File: src/rtl/bus_cmd_pkg.sv
// Notes on behaviour
// [RQ1] Decode three status bits into cycle kinds
// [RQ2] System mode, gate low: drive command strobes
// [RQ3] System mode, gate high: strobes high-impedance
// [RQ4] I/O mode ignores the address gate
// [RQ5] Command gate low holds strobes, enables inactive
// [RQ6] Bus mode high selects I/O mode
// [RQ7] Active-low three-state memory read strobe
// [RQ8] Active-low three-state memory write strobe
// [RQ9] Early memory write one clock before normal
// [RQ10] Active-low three-state I/O read strobe
// [RQ11] Active-low three-state I/O write strobe
// [RQ12] Early I/O write one clock before normal
// [RQ13] Active-low interrupt acknowledge; peripheral returns vector
// [RQ14] Address latch strobe; latch on falling edge
// [RQ15] Data transceiver enable during transfers
// [RQ16] Direction high outbound, low inbound
// [RQ17] Shared output: cascade or peripheral enable
// [RQ18] Slaves read cascade address on rising enable
// [RQ19] I/O mode peripheral enable active low
// [RQ20] Latch strobe pulses once per cycle start
// [RQ21] Idle code ends strobes and data enable
package bus_cmd_pkg;

   // ----------------------------------------
   // Status codes
   // ----------------------------------------
   localparam logic [2:0] ST_IRQ_ACK = 3'h0;
   localparam logic [2:0] ST_IO_READ = 3'h1;
   localparam logic [2:0] ST_IO_WRITE = 3'h2;
   localparam logic [2:0] ST_HALT = 3'h3;
   localparam logic [2:0] ST_FETCH = 3'h4;
   localparam logic [2:0] ST_MEM_READ = 3'h5;
   localparam logic [2:0] ST_MEM_WRITE = 3'h6;
   localparam logic [2:0] ST_IDLE = 3'h7;

   // ----------------------------------------
   // Reset values
   // ----------------------------------------
   localparam logic STROBE_N_RST = 1'b1;
   localparam logic ENABLE_RST = 1'b0;
   localparam logic DIR_RST = 1'b0;

   // Kind of bus cycle in progress
   typedef enum logic [2:0] {
      K_NONE = 3'b000,
      K_IRQ_ACK = 3'b001,
      K_IO_RD = 3'b010,
      K_IO_WR = 3'b011,
      K_MEM_RD = 3'b100,
      K_MEM_WR = 3'b101
   } cycle_kind_t;

   // Clock phase within a bus cycle
   typedef enum logic [1:0] {
      PH_IDLE = 2'b00,
      PH_T1 = 2'b01,
      PH_T2 = 2'b10,
      PH_T3 = 2'b11
   } phase_t;

endpackage

File: src/rtl/bus_cmd_if.sv
`timescale 1ns/100ps
// Decode and mode information shared inside the controller
interface bus_cmd_if;
   import bus_cmd_pkg::*;
   logic [2:0] status_code;
   bus_cmd_pkg::cycle_kind_t kind;
   logic io_mode;
   logic address_gate_n;
   logic command_gate;
   logic cmd_drive;
   logic cmd_allow;

   modport dec (input status_code, output kind);
   modport mode (input io_mode, address_gate_n, command_gate, output cmd_drive, cmd_allow);
   modport ctl (output status_code, io_mode, address_gate_n, command_gate,
                input kind, cmd_drive, cmd_allow);
endinterface // bus_cmd_if

File: src/rtl/status_decoder.sv
`timescale 1ns/100ps
// Maps the status code onto a cycle kind
module status_decoder (
   bus_cmd_if.dec bus
);
   import bus_cmd_pkg::*;

   // ----------------------------------------
   // Code decode
   // ----------------------------------------
   always_comb begin
      unique case (bus.status_code)
         ST_IRQ_ACK: bus.kind = K_IRQ_ACK; // see [RQ1]
         ST_IO_READ: bus.kind = K_IO_RD;
         ST_IO_WRITE: bus.kind = K_IO_WR;
         ST_FETCH,
         ST_MEM_READ: bus.kind = K_MEM_RD;
         ST_MEM_WRITE: bus.kind = K_MEM_WR;
         ST_HALT,
         ST_IDLE: bus.kind = K_NONE;
      endcase
   end
endmodule // status_decoder

File: src/rtl/mode_control.sv
`timescale 1ns/100ps
// Works out strobe drive and gating from the mode pins
module mode_control (
   bus_cmd_if.mode bus
);
   import bus_cmd_pkg::*;

   // ----------------------------------------
   // Drive and gate
   // ----------------------------------------
   // I/O mode drives always; system mode follows the address gate
   assign bus.cmd_drive = bus.io_mode | ~bus.address_gate_n; // see [RQ2] see [RQ3] see [RQ4]
   assign bus.cmd_allow = bus.command_gate; // see [RQ5]
endmodule // mode_control

File: src/rtl/bus_cmd_ctrl.sv
`timescale 1ns/100ps
// Status-driven bus command controller
module bus_cmd_ctrl (
   input wire logic I_CLK_SYS,
   input wire logic I_RESET,
   input wire logic [2:0] I_CPU_STATUS_CODE,
   input wire logic I_ADDRESS_GATE_N,
   input wire logic I_COMMAND_GATE,
   input wire logic I_IO_BUS_MODE_SEL,
   output logic O_MEM_READ_STROBE_N,
   output logic O_MEM_WRITE_STROBE_N,
   output logic O_EARLY_MEM_WRITE_STROBE_N,
   output logic O_IO_READ_STROBE_N,
   output logic O_IO_WRITE_STROBE_N,
   output logic O_EARLY_IO_WRITE_STROBE_N,
   output logic O_IRQ_ACK_STROBE_N,
   output logic O_COMMAND_OE,
   output logic O_ADDR_LATCH_STROBE,
   output logic O_DATA_XCVR_ENABLE,
   output logic O_XCVR_DIRECTION,
   output logic O_CASCADE_OR_PERIPH_ENABLE
);
   import bus_cmd_pkg::*;

   // ----------------------------------------
   // State
   // ----------------------------------------
   typedef struct packed {
      bus_cmd_pkg::phase_t phase;
      bus_cmd_pkg::cycle_kind_t kind;
      logic mem_rd_n;
      logic mem_wr_n;
      logic early_mem_wr_n;
      logic io_rd_n;
      logic io_wr_n;
      logic early_io_wr_n;
      logic irq_ack_n;
      logic cmd_oe;
      logic latch_stb;
      logic xcvr_en;
      logic xcvr_dir;
      logic shared_en;
   } state_t;

   state_t state_q;
   state_t state_d;
   logic io_mode;
   logic in_cycle;
   logic strobe_phase;
   logic late_phase;
   logic xfer_on;

   bus_cmd_if bus ();

   // ----------------------------------------
   // Helpers
   // ----------------------------------------
   // Pins into the shared bundle
   assign bus.status_code = I_CPU_STATUS_CODE;
   assign bus.address_gate_n = I_ADDRESS_GATE_N;
   assign bus.command_gate = I_COMMAND_GATE;
   assign bus.io_mode = io_mode;
   assign io_mode = I_IO_BUS_MODE_SEL; // see [RQ6]

   status_decoder u_decoder (
      .bus(bus)
   );

   mode_control u_mode (
      .bus(bus)
   );

   // ----------------------------------------
   // Next state
   // ----------------------------------------
   always_comb begin
      state_d = state_q;
      unique case (state_q.phase)
         PH_IDLE: begin
            // A new cycle starts when the code leaves idle or halt
            if (bus.kind != K_NONE) begin
               state_d.phase = PH_T1; // see [RQ20]
               state_d.kind = bus.kind;
            end
         end
         PH_T1: begin
            state_d.phase = PH_T2;
         end
         PH_T2: begin
            state_d.phase = PH_T3;
         end
         PH_T3: begin
            state_d.phase = PH_T3;
         end
      endcase
      // Return to the idle code closes the cycle
      if (state_q.phase != PH_IDLE && I_CPU_STATUS_CODE == ST_IDLE) begin
         state_d.phase = PH_IDLE; // see [RQ21]
         state_d.kind = K_NONE;
      end

      // Phase qualifiers from the settled next phase, no loop through assigns
      in_cycle = state_d.phase != PH_IDLE;
      strobe_phase = (state_d.phase == PH_T2) || (state_d.phase == PH_T3);
      late_phase = state_d.phase == PH_T3;
      xfer_on = strobe_phase && bus.cmd_allow && (state_d.kind != K_NONE);

      // Command strobes, each gated by the command gate
      state_d.mem_rd_n = ~(xfer_on && state_d.kind == K_MEM_RD); // see [RQ7]
      state_d.mem_wr_n = ~(xfer_on && late_phase && state_d.kind == K_MEM_WR); // see [RQ8]
      state_d.early_mem_wr_n = ~(xfer_on && state_d.kind == K_MEM_WR); // see [RQ9]
      state_d.io_rd_n = ~(xfer_on && state_d.kind == K_IO_RD); // see [RQ10]
      state_d.io_wr_n = ~(xfer_on && late_phase && state_d.kind == K_IO_WR); // see [RQ11]
      state_d.early_io_wr_n = ~(xfer_on && state_d.kind == K_IO_WR); // see [RQ12]
      state_d.irq_ack_n = ~(xfer_on && state_d.kind == K_IRQ_ACK); // see [RQ13]
      state_d.cmd_oe = bus.cmd_drive; // see [RQ2] see [RQ3] see [RQ4]

      // Single latch pulse in the first phase
      state_d.latch_stb = state_d.phase == PH_T1; // see [RQ14] see [RQ20]

      // Transceiver control
      state_d.xcvr_en = xfer_on; // see [RQ15] see [RQ5]
      state_d.xcvr_dir = in_cycle &&
                         (state_d.kind == K_MEM_WR || state_d.kind == K_IO_WR); // see [RQ16]

      // Shared pin: cascade high in acknowledge, or peripheral enable low
      if (io_mode) begin
         state_d.shared_en = ~xfer_on; // see [RQ17] see [RQ19]
      end else begin
         state_d.shared_en = in_cycle && state_d.kind == K_IRQ_ACK; // see [RQ17]
      end

      if (I_RESET) begin
         state_d.phase = PH_IDLE;
         state_d.kind = K_NONE;
         state_d.mem_rd_n = STROBE_N_RST;
         state_d.mem_wr_n = STROBE_N_RST;
         state_d.early_mem_wr_n = STROBE_N_RST;
         state_d.io_rd_n = STROBE_N_RST;
         state_d.io_wr_n = STROBE_N_RST;
         state_d.early_io_wr_n = STROBE_N_RST;
         state_d.irq_ack_n = STROBE_N_RST;
         state_d.cmd_oe = ENABLE_RST;
         state_d.latch_stb = ENABLE_RST;
         state_d.xcvr_en = ENABLE_RST;
         state_d.xcvr_dir = DIR_RST;
         state_d.shared_en = ENABLE_RST;
      end
   end

   // State register
   always_ff @(posedge I_CLK_SYS) begin
      state_q <= state_d;
   end

   // ----------------------------------------
   // Outputs
   // ----------------------------------------
   assign O_MEM_READ_STROBE_N = state_q.mem_rd_n;
   assign O_MEM_WRITE_STROBE_N = state_q.mem_wr_n;
   assign O_EARLY_MEM_WRITE_STROBE_N = state_q.early_mem_wr_n;
   assign O_IO_READ_STROBE_N = state_q.io_rd_n;
   assign O_IO_WRITE_STROBE_N = state_q.io_wr_n;
   assign O_EARLY_IO_WRITE_STROBE_N = state_q.early_io_wr_n;
   assign O_IRQ_ACK_STROBE_N = state_q.irq_ack_n;
   assign O_COMMAND_OE = state_q.cmd_oe;
   assign O_ADDR_LATCH_STROBE = state_q.latch_stb;
   assign O_DATA_XCVR_ENABLE = state_q.xcvr_en;
   assign O_XCVR_DIRECTION = state_q.xcvr_dir;
   assign O_CASCADE_OR_PERIPH_ENABLE = state_q.shared_en;
endmodule // bus_cmd_ctrl

File: config.mk
export PLATFORM = sky130hd
export DESIGN_NAME = bus_cmd_ctrl
export DESIGN_NICKNAME = d
export VERILOG_FILES = /design/src/rtl/bus_cmd_pkg.sv /design/src/rtl/bus_cmd_if.sv /design/src/rtl/status_decoder.sv /design/src/rtl/mode_control.sv /design/src/rtl/bus_cmd_ctrl.sv
export SDC_FILE = /design/constraint.sdc
export NUM_CORES = 1
export LEC_CHECK = 0
export BUFFER_PORTS_ARGS = -buffer_cell sky130_fd_sc_hd__buf_2
export CELL_PAD_IN_SITES_DETAIL_PLACEMENT = 1
export CELL_PAD_IN_SITES_GLOBAL_PLACEMENT = 2
export CORE_MARGIN = 5
export CORE_UTILIZATION = 30
export CTS_CLUSTER_SIZE = 12
export DETAILED_ROUTE_END_ITERATION = 10
export PLACE_DENSITY = 0.77
export SYNTH_ARGS = -nofsm -noshare
export SYNTH_HDL_FRONTEND = slang
export SYNTH_SLANG_ARGS = --single-unit
export TNS_END_PERCENT = 100
File: constraint.sdc
create_clock -name I_CLK_SYS -period 2.2 [get_ports I_CLK_SYS]
set_input_delay 0.44 -clock I_CLK_SYS [delete_from_list [all_inputs] [get_ports I_CLK_SYS]]
set_output_delay 0.44 -clock I_CLK_SYS [all_outputs]
set_load 0.02 [all_outputs]
==> impl_metrics.env <==
export IMPL_placed_cell_area_um2=862
export IMPL_synth_top_cell_by_area="dfxtp_1"
export IMPL_cts_buffers=3
export IMPL_min_path_cells=2
export IMPL_power_share_sequential_pct=52.0
export IMPL_finalSetupViolations=0
export IMPL_area_delta_synth_final_pct=19.3
export IMPL_clock_path_buffers=2
export IMPL_wl_per_cell_um=13.5
export IMPL_start_util_pct=30.6
export IMPL_rr_worst_depth=5
export IMPL_worst_pin_slew_ps=396
export IMPL_critical_path_arrival_ps=1880
export IMPL_synth_most_common_cell="dfxtp_1"
export IMPL_die_w_um=59.8
export IMPL_crit_type="primary input to register"
export IMPL_synth_seq_cells=17
export IMPL_p_leak_uw=0.000380
export IMPL_min_delay_start="I_ADDRESS_GATE_N"
export IMPL_p_clk_share_pct=25.1
export IMPL_cts_resized=0
export IMPL_synth_seq_area_share_pct=45.7
export IMPL_antenna_found_initial=0
export IMPL_cts_tree="yes"
export IMPL_core_area_um2=2430
export IMPL_hold_viol_final=0
export IMPL_clock_root_buffer="clkbuf_4"
export IMPL_r2r_start="state_q[16]"
export IMPL_synth_edf_count=0
export IMPL_async_flop_share_pct=0
export IMPL_io_buffer_count=19
export IMPL_grt_pass1_vias=645
export IMPL_min_period_ps=1700
export IMPL_fin_worst_skew_ps=3.67
export IMPL_power_density_nw_per_um2=741
export IMPL_post_cts_buffers=0
export IMPL_netSwitchingFraction_pct=31.4
export IMPL_vias_per_cell=4.91
export IMPL_largest_reg_flops=5
export IMPL_die_area_um2=3580
export IMPL_worstPathRequired_ps=2380
export IMPL_synth_common_cells="dfxtp_1, nand2_1, a21oi_1, inv_1, nor2_1"
export IMPL_synth_top_area_share_pct=45.7
export IMPL_vias=623
export IMPL_rsz0062_at_grt="false"
export IMPL_nFillCells=311
export IMPL_clkTransAtPathRegs_ps=90
export IMPL_grt_first_pass_wirelength_um=2820
export IMPL_drc_errors=0
export IMPL_peakVddDrop_mv=0.503
export IMPL_yosysWarnings=0
export IMPL_cellInternalPower_uw=452
export IMPL_slew_viol_final=0
export IMPL_fin_setup_tns_ps=0
export IMPL_std_cell_rows=18
export IMPL_worstSetupEndpointType="register"
export IMPL_synth_nets=88
export IMPL_min_to="O_COMMAND_OE"
export IMPL_syn_avg_cell_area_um2=9.80
export IMPL_antennaDiodeCount=0
export IMPL_drt_iter0_markers=6
export IMPL_cpPeakStageDelay_ps=360
export IMPL_max_slew_margin_pct=73.6
export IMPL_rrSetupSlack_ps=560
export IMPL_cap_violations=0
export IMPL_first_pass_iters=2
export IMPL_path_cells="buf_2, ha_1, and2b_1, o21ai_2, a2bb2oi_2, nor2b_1, nand2_1"
export IMPL_hold_buffers=0
export IMPL_hold_class="primary input to register"
export IMPL_syn_cell_area_um2=744
export IMPL_final_nets=110
export IMPL_worstReg2RegEnd="O_CASCADE_OR_PERIPH_ENABLE"
export IMPL_combPwrFrac_pct=22.9
export IMPL_min_period_over_period_pct=77.1
export IMPL_switchingPower_uw=206
export IMPL_grt_max_degree=11
export IMPL_final_layout_size_suffix_gt1_share_pct=33.0
export IMPL_dp_hpwl_um=1380
export IMPL_crit_fanout=7
export IMPL_grt_use_total_pct=10.7
export IMPL_overflow=0
export IMPL_cp_start_kind="primary input"
export IMPL_fin_area_um2=888
export IMPL_cpMaxStageDelayCell="o21ai_2"
export IMPL_clock_sinks=17
export IMPL_syn_inst=76
export IMPL_clkLatencyLatePin_ps=290
export IMPL_fmax_mhz=590
export IMPL_synthTopCellsByArea="dfxtp_1, ha_1, a21oi_1"
export IMPL_die_y_um=59.8
export IMPL_ys_types=29
export IMPL_gp_congestion=0.712
export IMPL_synth_main_ff_cell="dfxtp_1"
export IMPL_outcome="finished, final reports clean"
export IMPL_antenna_left=0
export IMPL_top_register="state_q"
export IMPL_io_pins=20
export IMPL_crit_start="I_CPU_STATUS_CODE[1]"
export IMPL_cts_htree_levels=1
export IMPL_wirelength_um=1710
## worst max-delay path by stage
stage,end,cells after the start,slack [ps]
final,O_MEM_READ_STROBE_N,7,500
after global routing,O_IO_READ_STROBE_N,7,350
after CTS,O_MEM_READ_STROBE_N,7,480
after detailed placement,O_MEM_READ_STROBE_N,7,170
after global placement,O_MEM_WRITE_STROBE_N,7,150
after floorplan,O_CASCADE_OR_PERIPH_ENABLE,6,470
## worst max-delay path: cells and delay by family
kind	cells	cell delay, ps
compound gates	2	650
fa+ha+maj	1	160
buf+inv	1	140
simple gates	3	490
## area by class of cell
class | instances | area (um2) | share of cell area (%)
tap | 30 | 37.5 | 4.23
timing repair buffer | 19 | 95.1 | 10.7
inverter | 6 | 22.5 | 2.54
multi-input combinational | 51 | 367 | 41.3
clock buffer | 4 | 26.3 | 2.96
sequential | 17 | 340 | 38.3
## kinds of logic after synthesis
family          synth area share [%]
buf+inv                         5.04
compound gates                  25.2
flops                           45.7
mux                             1.85
fa+ha+maj                       6.72
simple gates                    15.5
## layer usage
layer	GRT usage [%]	routed length (um)	part of all wire [%]
met5	0	0	0
met4	3.80	21	1.2
met3	4.54	94	5.5
met2	17.7	808	47
met1	12.1	787	46
## layout by cell type (no fill, tap or decap), drive strengths merged
cell	netlist	layout
buf	1	19
dfxtp	17	17
nand2	8	8
nor2	8	8
a21oi	7	7
inv	6	6
o21ai	5	5
ha	4	4
clkbuf	1	4
o211ai	3	3
nand4	2	2
a2bb2oi	2	2
and2b	1	1
mux2i	1	1
nor4	1	1
o2bb2ai	1	1
o41ai	1	1
or4b	1	1
o2111a	1	1
a211oi	1	1
nand3b	1	1
o211a	1	1
a31oi	1	1
nor2b	1	1
## power by group through the flow
stage / registers, uW / clock network [uW] / logic, uW
2_1_floorplan: 354 / 0 / 105
5_1_grt: 345 / 184 / 166
3_3_place_gp: 349 / 0 / 149
3_5_place_dp: 349 / 0 / 152
6_report: 342 / 166 / 151
4_1_cts: 342 / 168 / 153
## metrics by stage
step / utilization, % / instances / setup WS (ps) / hold WS (ps) / power [uW]
2_1_floorplan: - / 76 / 470 / 496 / 459
3_3_place_gp: 35.4 / 123 / 155 / 541 / 498
3_5_place_dp: 35.4 / 123 / 170 / 540 / 502
4_1_cts: 36.5 / 127 / 479 / 324 / 664
5_1_grt: 36.5 / 127 / 353 / 322 / 696
6_report: 36.5 / 127 / 504 / 324 / 658
Power figures use the tool's default switching activity.
